[config.mk]
export PLATFORM = sky130hd
export DESIGN_NAME = phy_mii_port
export DESIGN_NICKNAME = d
export VERILOG_FILES = /design/src/design/phy_mii_pkg.sv /design/src/design/phy_mii_port.sv
export SDC_FILE = /design/constraint.sdc
export NUM_CORES = 1
export LEC_CHECK = 0
export ABC_AREA = 1
export BUFFER_PORTS_ARGS = -buffer_cell sky130_fd_sc_hd__buf_2
export CAP_MARGIN = 10
export CORE_UTILIZATION = 35
export CTS_BUF_LIST = sky130_fd_sc_hd__clkbuf_16
export DETAILED_ROUTE_END_ITERATION = 8
export GPL_TIMING_DRIVEN = 1
export PLACE_DENSITY = 0.56
export SETUP_SLACK_MARGIN = 0.1
export SLEW_MARGIN = 20
export SYNTH_ARGS = -nofsm -noshare
export SYNTH_HDL_FRONTEND = slang
export SYNTH_SLANG_ARGS = --single-unit
[constraint.sdc]
create_clock -name CLK -period 1.35 [get_ports CLK]
set_input_delay 0.2025 -clock CLK [delete_from_list [all_inputs] [get_ports CLK]]
set_output_delay 0.2025 -clock CLK [all_outputs]
set_load 0.02 [all_outputs]
[src/design/phy_mii_pkg.sv]
// constants and carrier types for the mii port and strap block
package phy_mii_pkg;

    // register indices (the address port carries the index itself)
    localparam logic [4:0] STRAP_CFG_IDX = 5'h10;
    localparam logic [4:0] ADDR_CFG_IDX  = 5'h11;
    localparam logic [4:0] XFER_CFG_IDX  = 5'h12;
    localparam logic [4:0] MODE_CTRL_IDX = 5'h14;
    localparam logic [4:0] STATUS_IDX    = 5'h15;

    // field positions
    localparam int BLOCK_BP_BIT = 15;
    localparam int SCR_BP_BIT   = 14;
    localparam int ALIGN_BP_BIT = 13;
    localparam int REPEATER_BIT = 11;
    localparam int ADDR_MSB     = 8;
    localparam int ADDR_LSB     = 4;
    localparam int SERIAL_BIT   = 10;
    localparam int SPEED_BIT    = 0;
    localparam int FDX_BIT      = 1;
    localparam int ST_CRS_BIT   = 0;
    localparam int ST_ISO_BIT   = 1;
    localparam int ST_TEST_BIT  = 2;
    localparam int ST_RXDV_BIT  = 3;
    localparam int ST_TXEN_BIT  = 4;
    localparam int ST_SER_BIT   = 5;

    // reset values
    localparam logic       SPEED_RST   = 1'b1;
    localparam logic       FDX_RST     = 1'b0;
    localparam logic [4:0] ADDR_RST    = 5'h00;
    localparam logic [4:0] ISOLATE_ADR = 5'h00;
    localparam logic [15:0] RDATA_RST  = 16'h0000;

    typedef struct packed {
        logic       repeater_node_select;
        logic       align_bypass_strap;
        logic       block_code_bypass_strap;
        logic       scrambler_bypass_strap;
        logic       serial_10m_select;
        logic [4:0] phy_address_straps;
    } strap_type;

    typedef struct packed {
        logic [4:0] symbol;
        logic       active;
        logic       valid;
        logic       err;
    } line_rx_type;

    typedef struct packed {
        logic [3:0] data;
        logic       en;
        logic       force_invalid;
        logic       serial;
        logic       bypass_align;
        logic       bypass_block;
        logic       bypass_scr;
    } line_tx_type;

    typedef struct packed {
        logic       tx_clk;
        logic       rx_clk;
        logic [3:0] rxd;
        logic       rx_dv;
        logic       rx_er;
        logic       crs;
    } mii_out_type;

    typedef struct packed {
        logic        reset_n;
        strap_type   straps;
        logic        output_float_control;
        logic        factory_test_select;
        logic        link_clk;
        line_rx_type line_rx;
        logic        tx_en;
        logic        tx_er;
        logic [3:0]  txd;
    } async_in_type;

    typedef struct packed {
        logic       repeater;
        logic       align_bp;
        logic       block_bp;
        logic       scr_bp;
        logic       serial;
        logic [4:0] addr_field;
        logic       speed100;
        logic       fdx;
    } cfg_type;

endpackage

[src/design/phy_mii_port.sv]
// mii port, strap capture, carrier sense and output float control
`timescale 1ns/100ps
`default_nettype none

module phy_mii_port (
    input  wire logic                        CLK,
    input  wire logic                        SYS_RST,
    input  wire logic                        RESET_N,
    input  wire phy_mii_pkg::strap_type      STRAPS,
    input  wire logic                        OUTPUT_FLOAT_CONTROL,
    input  wire logic                        FACTORY_TEST_SELECT,
    input  wire logic                        OSC_IN,
    input  wire logic                        LINK_CLK,
    input  wire phy_mii_pkg::line_rx_type    LINE_RX,
    input  wire logic                        TX_EN,
    input  wire logic                        TX_ER,
    input  wire logic [3:0]                  TXD,
    output var  phy_mii_pkg::mii_out_type    MII_OUT,
    output logic                             MII_OE,
    output logic                             CRYSTAL_CLOCK_OUT,
    output logic                             CRYSTAL_CLOCK_OUT_OE,
    output var  phy_mii_pkg::line_tx_type    LINE_TX,
    output logic                             TEST_MODE_EN,
    input  wire logic [4:0]                  REG_ADDR,
    input  wire logic [15:0]                 REG_WDATA,
    input  wire logic                        REG_WR,
    input  wire logic                        REG_RD,
    output logic [15:0]                      REG_RDATA
);

    // bit order of the address field is reversed against the strap bus
    function automatic logic [4:0] reverse5(input logic [4:0] v);
        logic [4:0] r;
        r = 5'h00;
        for (int i = 0; i < 5; i++) begin
            r[i] = v[4 - i];
        end
        return r;
    endfunction

    function automatic logic hit(input logic [4:0] a, input logic [4:0] idx);
        return a == idx;
    endfunction

    // input synchroniser
    phy_mii_pkg::async_in_type async_in;
    phy_mii_pkg::async_in_type sync1_r;
    phy_mii_pkg::async_in_type sync2_r;
    phy_mii_pkg::async_in_type sync1_nxt;
    phy_mii_pkg::async_in_type sync2_nxt;

    always_comb begin
        async_in.reset_n              = RESET_N;
        async_in.straps               = STRAPS;
        async_in.output_float_control = OUTPUT_FLOAT_CONTROL;
        async_in.factory_test_select  = FACTORY_TEST_SELECT;
        async_in.link_clk             = LINK_CLK;
        async_in.line_rx              = LINE_RX;
        async_in.tx_en                = TX_EN;
        async_in.tx_er                = TX_ER;
        async_in.txd                  = TXD;
        sync1_nxt                     = async_in;
        sync2_nxt                     = sync1_r;
    end

    always_ff @(posedge CLK) begin
        if (SYS_RST) begin
            sync1_r <= '0;
            sync2_r <= '0;
        end else begin
            sync1_r <= sync1_nxt;
            sync2_r <= sync2_nxt;
        end
    end

    // link clock edge finder
    logic lk_prev_r;
    logic lk_prev_nxt;
    logic lk_rise;
    logic lk_fall;

    always_comb begin
        lk_prev_nxt = sync2_r.link_clk;
        lk_rise     = sync2_r.link_clk & ~lk_prev_r;
        lk_fall     = ~sync2_r.link_clk & lk_prev_r;
    end

    always_ff @(posedge CLK) begin
        if (SYS_RST) begin
            lk_prev_r <= 1'b0;
        end else begin
            lk_prev_r <= lk_prev_nxt;
        end
    end

    // configuration registers
    phy_mii_pkg::cfg_type cfg_r;
    phy_mii_pkg::cfg_type cfg_nxt;
    logic [15:0]          rdata_r;
    logic [15:0]          rdata_nxt;
    logic                 isolate;
    logic                 serial_eff;
    logic                 bypass100;
    logic                 crs_r;
    logic                 tx_act_r;

    always_comb begin
        cfg_nxt = cfg_r;
        if (!sync2_r.reset_n) begin
            cfg_nxt.repeater   = sync2_r.straps.repeater_node_select;
            cfg_nxt.align_bp   = sync2_r.straps.align_bypass_strap;
            cfg_nxt.block_bp   = sync2_r.straps.block_code_bypass_strap;
            cfg_nxt.scr_bp     = sync2_r.straps.scrambler_bypass_strap;
            cfg_nxt.serial     = sync2_r.straps.serial_10m_select;
            cfg_nxt.addr_field = reverse5(sync2_r.straps.phy_address_straps);
            cfg_nxt.speed100   = phy_mii_pkg::SPEED_RST;
            cfg_nxt.fdx        = phy_mii_pkg::FDX_RST;
        end else if (REG_WR) begin
            // held values change only by software after release
            if (hit(REG_ADDR, phy_mii_pkg::STRAP_CFG_IDX)) begin
                cfg_nxt.repeater = REG_WDATA[phy_mii_pkg::REPEATER_BIT];
                cfg_nxt.align_bp = REG_WDATA[phy_mii_pkg::ALIGN_BP_BIT];
                cfg_nxt.block_bp = REG_WDATA[phy_mii_pkg::BLOCK_BP_BIT];
                cfg_nxt.scr_bp   = REG_WDATA[phy_mii_pkg::SCR_BP_BIT];
            end else if (hit(REG_ADDR, phy_mii_pkg::ADDR_CFG_IDX)) begin
                cfg_nxt.addr_field = REG_WDATA[phy_mii_pkg::ADDR_MSB:phy_mii_pkg::ADDR_LSB];
            end else if (hit(REG_ADDR, phy_mii_pkg::XFER_CFG_IDX)) begin
                cfg_nxt.serial = REG_WDATA[phy_mii_pkg::SERIAL_BIT];
            end else if (hit(REG_ADDR, phy_mii_pkg::MODE_CTRL_IDX)) begin
                cfg_nxt.speed100 = REG_WDATA[phy_mii_pkg::SPEED_BIT];
                cfg_nxt.fdx      = REG_WDATA[phy_mii_pkg::FDX_BIT];
            end
        end
    end

    always_comb begin
        rdata_nxt = phy_mii_pkg::RDATA_RST;
        if (REG_RD) begin
            if (hit(REG_ADDR, phy_mii_pkg::STRAP_CFG_IDX)) begin
                rdata_nxt[phy_mii_pkg::REPEATER_BIT] = cfg_r.repeater;
                rdata_nxt[phy_mii_pkg::ALIGN_BP_BIT] = cfg_r.align_bp;
                rdata_nxt[phy_mii_pkg::BLOCK_BP_BIT] = cfg_r.block_bp;
                rdata_nxt[phy_mii_pkg::SCR_BP_BIT]   = cfg_r.scr_bp;
            end else if (hit(REG_ADDR, phy_mii_pkg::ADDR_CFG_IDX)) begin
                rdata_nxt[phy_mii_pkg::ADDR_MSB:phy_mii_pkg::ADDR_LSB] = cfg_r.addr_field;
            end else if (hit(REG_ADDR, phy_mii_pkg::XFER_CFG_IDX)) begin
                rdata_nxt[phy_mii_pkg::SERIAL_BIT] = cfg_r.serial;
            end else if (hit(REG_ADDR, phy_mii_pkg::MODE_CTRL_IDX)) begin
                rdata_nxt[phy_mii_pkg::SPEED_BIT] = cfg_r.speed100;
                rdata_nxt[phy_mii_pkg::FDX_BIT]   = cfg_r.fdx;
            end else if (hit(REG_ADDR, phy_mii_pkg::STATUS_IDX)) begin
                rdata_nxt[phy_mii_pkg::ST_CRS_BIT]  = crs_r;
                rdata_nxt[phy_mii_pkg::ST_ISO_BIT]  = isolate;
                rdata_nxt[phy_mii_pkg::ST_TEST_BIT] = sync2_r.factory_test_select;
                rdata_nxt[phy_mii_pkg::ST_RXDV_BIT] = MII_OUT.rx_dv;
                rdata_nxt[phy_mii_pkg::ST_TXEN_BIT] = tx_act_r;
                rdata_nxt[phy_mii_pkg::ST_SER_BIT]  = serial_eff;
            end
        end
    end

    always_ff @(posedge CLK) begin
        if (SYS_RST) begin
            cfg_r   <= '0;
            rdata_r <= phy_mii_pkg::RDATA_RST;
        end else begin
            cfg_r   <= cfg_nxt;
            rdata_r <= rdata_nxt;
        end
    end

    // mode decode
    always_comb begin
        isolate    = reverse5(cfg_r.addr_field) == phy_mii_pkg::ISOLATE_ADR;
        serial_eff = cfg_r.serial & ~cfg_r.speed100;
        bypass100  = cfg_r.speed100 & (cfg_r.align_bp | cfg_r.block_bp);
    end

    // mii datapath
    phy_mii_pkg::mii_out_type mii_r;
    phy_mii_pkg::mii_out_type mii_nxt;
    phy_mii_pkg::line_tx_type ltx_r;
    phy_mii_pkg::line_tx_type ltx_nxt;
    logic                     crs_nxt;
    logic                     tx_act_nxt;

    always_comb begin
        mii_nxt        = mii_r;
        ltx_nxt        = ltx_r;
        tx_act_nxt     = tx_act_r;
        // both clocks follow the sampled line clock without pause
        mii_nxt.tx_clk = sync2_r.link_clk;
        mii_nxt.rx_clk = sync2_r.link_clk;
        if (lk_fall) begin
            // receive outputs move on the falling clock edge
            if (serial_eff) begin
                mii_nxt.rxd = {3'h0, sync2_r.line_rx.symbol[0]};
            end else begin
                mii_nxt.rxd = sync2_r.line_rx.symbol[3:0];
            end
            mii_nxt.rx_dv = sync2_r.line_rx.valid;
            if (bypass100) begin
                mii_nxt.rx_er = sync2_r.line_rx.symbol[4];
            end else begin
                mii_nxt.rx_er = sync2_r.line_rx.err & sync2_r.line_rx.valid;
            end
            // transmit inputs are taken mid period, away from their edge
            tx_act_nxt            = sync2_r.tx_en;
            ltx_nxt.en            = sync2_r.tx_en;
            ltx_nxt.data          = serial_eff ? {3'h0, sync2_r.txd[0]} : sync2_r.txd;
            ltx_nxt.force_invalid = sync2_r.tx_en & sync2_r.tx_er;
        end
        ltx_nxt.serial       = serial_eff;
        ltx_nxt.bypass_align = cfg_r.speed100 & cfg_r.align_bp;
        ltx_nxt.bypass_block = cfg_r.speed100 & cfg_r.block_bp;
        ltx_nxt.bypass_scr   = cfg_r.speed100 & cfg_r.scr_bp;
        if (cfg_r.repeater || cfg_r.fdx) begin
            crs_nxt = sync2_r.line_rx.active;
        end else begin
            crs_nxt = sync2_r.line_rx.active | tx_act_r;
        end
        mii_nxt.crs = crs_nxt;
    end

    always_ff @(posedge CLK) begin
        if (SYS_RST) begin
            mii_r    <= '0;
            ltx_r    <= '0;
            crs_r    <= 1'b0;
            tx_act_r <= 1'b0;
        end else begin
            mii_r    <= mii_nxt;
            ltx_r    <= ltx_nxt;
            crs_r    <= crs_nxt;
            tx_act_r <= tx_act_nxt;
        end
    end

    // outputs
    always_comb begin
        MII_OUT              = mii_r;
        LINE_TX              = ltx_r;
        REG_RDATA            = rdata_r;
        MII_OE               = ~sync2_r.output_float_control & ~isolate;
        CRYSTAL_CLOCK_OUT    = OSC_IN;
        CRYSTAL_CLOCK_OUT_OE = ~sync2_r.output_float_control;
        TEST_MODE_EN         = sync2_r.factory_test_select;
    end
endmodule

`default_nettype wire

# == Yosys cells after proc, flatten, opt, wreduce, memory -nomap -nowiden ==
# Cells that the tools add are included.
# totals
ff_bits,102
latch_bits,0
mem_bits_rw,0
mem_bits_ro,0
in_bits,54
output_inout_bits,39
word_cells,128
memories,0
# classes
addsub,0
multipliers,0
div,0
order_cmp,0
eq_ne,13
shifts,0
mux,19
bitwise,21
reduce_logical,14
# op_table
op,count
$eq 5x5->1 const B,5
$mux 12,2
$mux 4,4
$mux 6,2
$mux 2,5
$not 1->1,10
$reduce_and 5->1,2
$reduce_or 5->1,2
$and 1x1->1,9
$mux 8,1
$ne 2x1->1 const B,4
$ne 2x2->1 const B,4
$reduce_or 7->1,1
$reduce_or 3->1,2
$logic_not 5->1,1
$mux 5,1
$mux 1,4
$reduce_and 4->1,1
$reduce_or 4->1,1
$reduce_and 3->1,1
$or 1x1->1,2
$reduce_and 2->1,1
$reduce_or 2->1,1
$logic_or 1x1->1,1

# == Depth between registers and ports, before layout ==
# Gate-level depths: netlist of run 1.
# depth
ltp_word,7
ltp_mapped,8
mapped_depth_nobuf,8

# == Worst setup path before layout of run 1 ==
# Ideal clock, no wire load.
# synth_path
kind,register -> register
start,register sync2_r[27] in the netlist's numbering
end,register cfg_r[10] in the netlist's numbering
setup_time_ns,0.132
arrival_ns,0.956
required_time_ns,1.218
setup_slack_ns,0.262
path_stages_with_launch,5
path_buffers,0
synth_period_minus_slack_ns,1.088
path_cell_list,dfxtp_1 -> clkinv_1 -> or2_2 -> nand3_1 -> a21oi_1
# synth_between
elab_chain_cells,2
elab_cells_between_ends,4
classes_between,eq/ne (2); mux (1); reduce/logical (1)
# synth_rtl
element,line_no,text
start: declaration,phy_mii_port.sv:48,phy_mii_pkg::async_in_type sync2_r;
start signal: assignment,phy_mii_port.sv:72,sync2_r <= sync2_nxt;
$ne 2x1->1 (no source line) or $ne 2x2->1 (tied branches),n/a,
$reduce_and 2->1 (no source line),n/a,
end signal: assignment,phy_mii_port.sv:167,cfg_r <= cfg_nxt;
end: declaration,phy_mii_port.sv:97,phy_mii_pkg::cfg_type cfg_r;
# Several ways; a longest one is shown, not always the timed one.
# A chain may end at the register's enable or synchronous reset.

# == Final worst setup path of run 1 ==
# layout_path
start,register cfg_r[3] in the netlist's numbering
end,output port MII_OE
# layout_between
elab_chain_cells,3
# layout_rtl
element,line_no,text
$logic_not 5->1,phy_mii_port.sv:174,isolate = reverse5(cfg_r.addr_field) == phy_mii_pkg::ISOLATE_ADR;
$not 1->1,phy_mii_port.sv:244,MII_OE = ~sync2_r.output_float_control & ~isolate;
$and 1x1->1,phy_mii_port.sv:244,
end: declaration,phy_mii_port.sv:19,"output logic MII_OE,"
# Every way passes these cells.

==> summary.md, run 1 <==
| Metric | Value |
|---|---|
| Outcome | `finished, violations left` |
| Failing checks | `setup timing` |
| 1st-pass router iterations | `7` |
| Routed WL per cell | `approximately 10 um` |
| Sequential share of the synthesized area | `0.576` |
| DP Worst Slack | `134 ps` |
| Global-route wire length before repair | `11000 um` |
| Worst vdd ir | `528 uV` |
| PortBufs | `84` |
| Fill cell count | `981` |
| RSZ-0062 raised after global routing | `true` |
| CTS tree | `done` |
| Die area | `0.0103 sq mm` |
| HPWL reported at the end of detailed placement | `5000 um` |
| F_max | `662 MHz` |
| Top cell type by total area after synthesis | `dfxtp_1` |
| DRT iter0 DRCs | `91` |
| Remaining antenna violation count | `0` |
| Number of global-route vias before repair | `between 2000 and 2500` |
| Clk slew on worst S/H paths | `60 ps` |
| Synth Cell Area | `0.00347 sq mm` |
| Max-cap viol count | `0` |
| Vias post-DR | `2672` |
| Hold Path Class | `in -> reg` |
| Die Span Y | `102 um` |
| Via-to-Cell Ratio | `between 4 and 5` |
| # setup viols final | `1` |
| Clock Latency Late Sink | `330 ps` |
| Hold Buf Count CTS | `0` |
| CP Data Required Time | `approximately 1200 ps` |
| Skew final | `5.31 ps` |
| CTS root buf | `clkbuf_16` |
| LEAKAGE | `2.15 nW` |
| EDFF count, synth | `0` |
| Final core area utilization | `0.455` |
| DRC | `0` |
| # IOs | `93` |
| Fin. Hold Viols | `0` |
| Placer Congestion | `0.762` |
| Synth cell count leaders | `nor2_1 (101), dfxtp_1 (100), inv_1 (90), nand2_1 (61), nand3_1 (23)` |
| Ant. Diodes | `0` |
| Non-filler instance count after layout | `664` |
| Mapped Avg Cell Area | `7.77 sq um` |
| CTS buffer count | `9` |
| Critical Path Source Type | `flop` |
| Prevailing post-synth register cell | `dfxtp_1` |
| Max Root-Sink Buffers | `2` |
| Starting density of the core | `0.369` |
| Layout cell share with drive strength beyond 1 | `0.217` |
| Row Count | `35` |
| CTS Sinks | `100` |
| Worst Path Max Fanout | `3` |
| Post-synth ARST share | `0` |
| Unique masters post-synth | `24` |
| Nets@finish | `585` |
| Critical Path End Type | `output port` |
| Grt ovf | `0` |
| Period Utilization, post-route | `1.12` |
| Pwr per Cell Area | `1320 mW/mm^2` |
| Die width | `~100 um` |
| Area fraction of the dominant cell type after synthesis | `0.576` |
| Initial antenna violation count | `0` |
| Worst Path Arrival | `1310 ps` |
| PnR worst setup slack | `-160 ps` |
| H-tree depth | `3` |
| Setup Crit Path Kind | `reg -> out` |
| Slew Limit Fails | `0` |
| Hold WS | `71.3 ps` |
| Count leader, synth | `nor2_1` |
| Placed insts | `649` |
| Gr usage total | `0.139` |
| Area Growth Syn to Fin | `23.2%` |
| Largest net degree at the start of global routing | `68` |
| Detailed Route WL | `between 6000 and 7000 um` |
| Setup TNS | `-160 ps` |
| Placeable Area | `~0.0094 sq mm` |
| Synth Instances | `447` |
| Number of synthesized register bits | `100` |
| Synth warnings | `0` |
| Post-route minimum period | `about 1500 ps` |
| Top cells by area, synth | `dfxtp_1 (58%), nor2_1 (11%), inv_1 (9.7%), nand2_1 (6.6%), nand3_1 (3.3%)` |
layout by cell type (no fill, tap or decap), types with 2 or more instances in the layout:
cell type / synthesis / layout
nor2_1: 101 / 101
dfxtp_1: 100 / 99
inv_1: 90 / 90
buf_2: 5 / 83
nand2_1: 61 / 60
nand3_1: 23 / 23
a21oi_1: 15 / 15
nand4_1: 10 / 10
buf_4: 9 / 10
clkbuf_16: 0 / 9
o21ai_0: 6 / 6
clkinv_1: 1 / 5
nor3_1: 5 / 5
nor2_2: 3 / 3
nand2_2: 2 / 3
conb_1: 1 / 2
path summary, 6_finish.rpt:
check         startpoint     endpoint  cells after the start  slack (ps)
max reg2reg  sync2_r[27]     cfg_r[4]                      7         280
min reg2reg  sync1_r[14]  lk_prev_nxt                      2         400
min              RESET_N  sync1_r[27]                      3          70
max             cfg_r[3]       MII_OE                      5        -160
final cells by class:
cell class	count	area, sq um	share of cell area
Inverter	91	342	0.0798
Timing Repair Buffer	95	522	0.122
Tap cell	129	161	0.0377
Sequential cell	100	2000	0.468
Clock inverter	6	23.8	0.00555
Clock buffer	9	225	0.0526
Multi-Input combinational cell	234	1000	0.234
state kept, by name, indices dropped and copies added, names as in the netlist:
register,flops
LINE_TX,10
cfg_r,12
lk_prev_nxt,1
sync1_r,28
TEST_MODE_EN,1
MII_OUT,8
REG_RDATA,14
sync2_r,26
per-stage QoR:
step / power [mW] / area, sq um
2_1_floorplan: 3.38 / 3480
3_3_place_gp: 3.52 / 4020
3_5_place_dp: 3.53 / 4020
4_1_cts: 5.69 / 4270
5_1_grt: 5.88 / 4280
6_report: 5.63 / 4280
layer usage:
| layer | part of all wire | vias to the layer above | global-route usage |
|---|---|---|---|
| li1 | - | 1479 | - |
| met3 | 0.052 | 9 | 0.0311 |
| met2 | 0.44 | 64 | 0.206 |
| met1 | 0.49 | 1120 | 0.189 |
| met4 | 0.018 | 0 | 0.0702 |
| met5 | 0 | - | 0 |
worst max-delay path: stages, from the launching register on:
cell and delay (ps):
dfxtp_2 330, nor2_1 90, nand4_1 260, nand2_1 130, inv_1 60, buf_6 120
where the power goes:
part	switching (mW)	internal [mW]	total, mW
Combinational	0.233	0.150	0.383
Sequential	0.0325	3.05	3.08
Clock	0.963	1.20	2.17
repair_timing:
action                     4_1_cts  5_1_grt
hold endpoints to repair         0        0
setup endpoints to repair        1        2
pin swaps                        0        1
buffers inserted                 0        0
gates resized for setup          1        4
cell families after synthesis:
kind of cell           after synthesis  synth area share
AOI/OAI and AO/OA                   23            0.0339
DFF                                100             0.576
other                                1           0.00108
buffers and inverters              114             0.137
and+or+nand+nor                    209             0.252
No activity file was read; power rests on OpenSTA's default activity.
==> inputs of run 2 (changes only) <==
CTS_BUF_LIST = sky130_fd_sc_hd__clkbuf_8   (was sky130_fd_sc_hd__clkbuf_16)
PLACE_DENSITY = 0.62   (was 0.56)
SLEW_MARGIN = 40   (was 20)
==> run 2 against run 1 <==
  * The flow still finishes with violations (setup timing)
  * Sequential power about the same
  * Clock-buffer cell count unchanged
  * Flip-flop and latch count is the same
  * Hold slack got worse by 43 ps
  * Cell area decreased by 2.0%
  * First-iteration DRC count is 13% higher
  * Total power fell by 7.6%
  * Clock power is 19% lower
  * Combinational power fell by 3%
  * Critical path type unchanged
==> summary.md, run 2 (synthesis results as in run 1) <==
| Metric | Value |
|---|---|
| Row Count | `35 (unchanged)` |
| RSZ-0062 raised after global routing | `true (unchanged)` |
| Vias post-DR | `2657 (was 2672)` |
| Post-route minimum period | `1500 ps (was 1510 ps)` |
| Max-cap viol count | `0 (unchanged)` |
| Starting density of the core | `0.369 (unchanged)` |
| Die area | `0.0103 sq mm (unchanged)` |
| Worst vdd ir | `573 uV (was 528 uV)` |
| Nets@finish | `584 (was 585)` |
| Layout cell share with drive strength beyond 1 | `0.222 (was 0.217)` |
| DRT iter0 DRCs | `103 (was 91)` |
| LEAKAGE | `2.11 nW (was 2.15 nW)` |
| Number of global-route vias before repair | `2402 (was 2370)` |
| Most common cell after layout, fill and taps aside | `nor2_1 (unchanged)` |
| Worst Path Arrival | `1300 ps (was 1310 ps)` |
| Max Root-Sink Buffers | `2 (unchanged)` |
| CTS Sinks | `100 (unchanged)` |
| Final instance area | `0.00419 sq mm (was 0.00428 sq mm)` |
| 1st-pass router iterations | `4 (was 7)` |
| DRC | `0 (unchanged)` |
| Clock Latency Late Sink | `360 ps (was 330 ps)` |
| F_max | `666 MHz (was 662 MHz)` |
| Placeable Area | `0.00942 sq mm (unchanged)` |
| HPWL reported at the end of detailed placement | `4910 um (was 5000 um)` |
| Pwr per Cell Area | `1240 mW/mm^2 (was 1320 mW/mm^2)` |
| PortBufs | `84 (unchanged)` |
| Die Span Y | `102 um (unchanged)` |
| Placed insts | `648 (was 649)` |
| Placer Congestion | `0.781 (was 0.762)` |
| CP Data Required Time | `1150 ps (about the same)` |
| Largest net degree at the start of global routing | `30 (was 68)` |
| Top reg by flops | `sync1_r (unchanged)` |
| Hold Buf Count CTS | `0 (unchanged)` |
| # IOs | `93 (unchanged)` |
| PnR worst setup slack | `-152 ps (was -160 ps)` |
| Failing checks | `setup timing (unchanged)` |
| Non-filler instance count after layout | `664 (unchanged)` |
| Ant. Diodes | `0 (unchanged)` |
| CTS buffer count | `9 (unchanged)` |
| Grt ovf | `0 (unchanged)` |
| Worst Path Max Fanout | `3 (unchanged)` |
| Area Growth Syn to Fin | `20.7% (was 23.2%)` |
| H-tree depth | `3 (unchanged)` |
| Global-route wire length before repair | `10900 um (was 11000 um)` |
| Detailed Route WL | `6560 um (was 6680 um)` |
| Gr usage total | `0.138 (was 0.139)` |
| Clk slew on worst S/H paths | `100 ps (was 60 ps)` |
| Period Utilization, post-route | `1.11 (was 1.12)` |
| Power Total | `5.20 mW (was 5.63 mW)` |
| # setup viols final | `1 (unchanged)` |
| Post-DP Area | `0.00400 sq mm (was 0.00402 sq mm)` |
| CTS root buf | `clkbuf_8 (was clkbuf_16)` |
| Via-to-Cell Ratio | `4.00 (was 4.02)` |
| Hold Path Class | `in -> reg (unchanged)` |
| Fin. Hold Viols | `0 (unchanged)` |
| Slew Limit Fails | `0 (unchanged)` |
| Initial antenna violation count | `0 (unchanged)` |
| Fill cell count | `997 (was 981)` |
| Skew final | `13.8 ps (was 5.31 ps)` |
| Setup Crit Path Kind | `reg -> out (unchanged)` |
| DP Worst Slack | `77.4 ps (was 134 ps)` |
| CTS tree | `done (unchanged)` |
| Number of flip-flops in the largest register | `28 (unchanged)` |
| Remaining antenna violation count | `0 (unchanged)` |
| Critical Path End Type | `output port (unchanged)` |
| Outcome | `finished, violations left (unchanged)` |
| Critical Path Source Type | `flop (unchanged)` |
| Routed WL per cell | `9.87 um (was 10.1 um)` |
| Commonest cells after routing, fill and taps aside | `nor2_1 (100), dfxtp_1 (99), inv_1 (91) (was nor2_1 (101), dfxtp_1 (99), inv_1 (90))` |
| Die width | `102 um (unchanged)` |
-- run 2: cell types whose count changed in the layout (fill, tap and decap cells not counted), moves of 2 or more --
cell       change
clkinv_4       +2
clkbuf_16      -9
inv_6          +3
clkinv_1       -4
clkbuf_8       +9
-- run 2: repair_timing --
action                                  in CTS  in global routing
endpoints found under the setup margin       2                  4
buffers inserted                             0                  0
gates resized for setup                      2                  1
-- run 2: path summary, 6_finish.rpt --
check	start	end	slack [ps]	cells past startpoint
worst max-delay path	cfg_r[3]	MII_OE	-150	5
worst min-delay path	LINK_CLK	sync1_r[14]	30	3
worst max register to register	lk_prev_nxt	LINE_TX[4]	260	6
worst min register to register	sync1_r[5]	sync2_r[5]	390	2
-- run 2: metal layers --
metal  vias to the layer above  global-route usage  wire length, um
li1                       1472                   -                -
met1                      1108               0.182             3290
met2                        65               0.215             2810
met3                        12              0.0269              303
met4                         0              0.0736              144
met5                         -                   0                0
-- run 2: power by group --
part	switching (mW)	internal, mW
Clock	1.05	0.703
Combinational	0.230	0.142
Sequential	0.0323	3.05
-- run 2: per-stage QoR --
| step | utilization | hold WS (ps) | setup TNS [ps] |
|---|---|---|---|
| global placement | 0.425 | 391 | 0 |
| detailed placement | 0.425 | 393 | 0 |
| floorplan | - | 309 | 0 |
| finish | 0.445 | 28.7 | -152 |
| global route | 0.445 | 14.0 | -306 |
| CTS | 0.445 | 12.1 | -204 |
-- run 2: worst max-delay path: stages, from the launching register on --
cell and delay, ps:
dfxtp_2 340, nor2_1 80, nand4_1 210, nand2_1 120, inv_1 40, buf_2 150
-- run 2: final cells by class --
cell class,count,area (sq um),share of cell area
inverter,91,342,0.0815
multi-input combinational,234,1010,0.241
clock inverter,7,58.8,0.0140
sequential,100,2000,0.478
clock buffer,9,124,0.0295
timing repair buffer,94,495,0.118
tap,129,161,0.0385
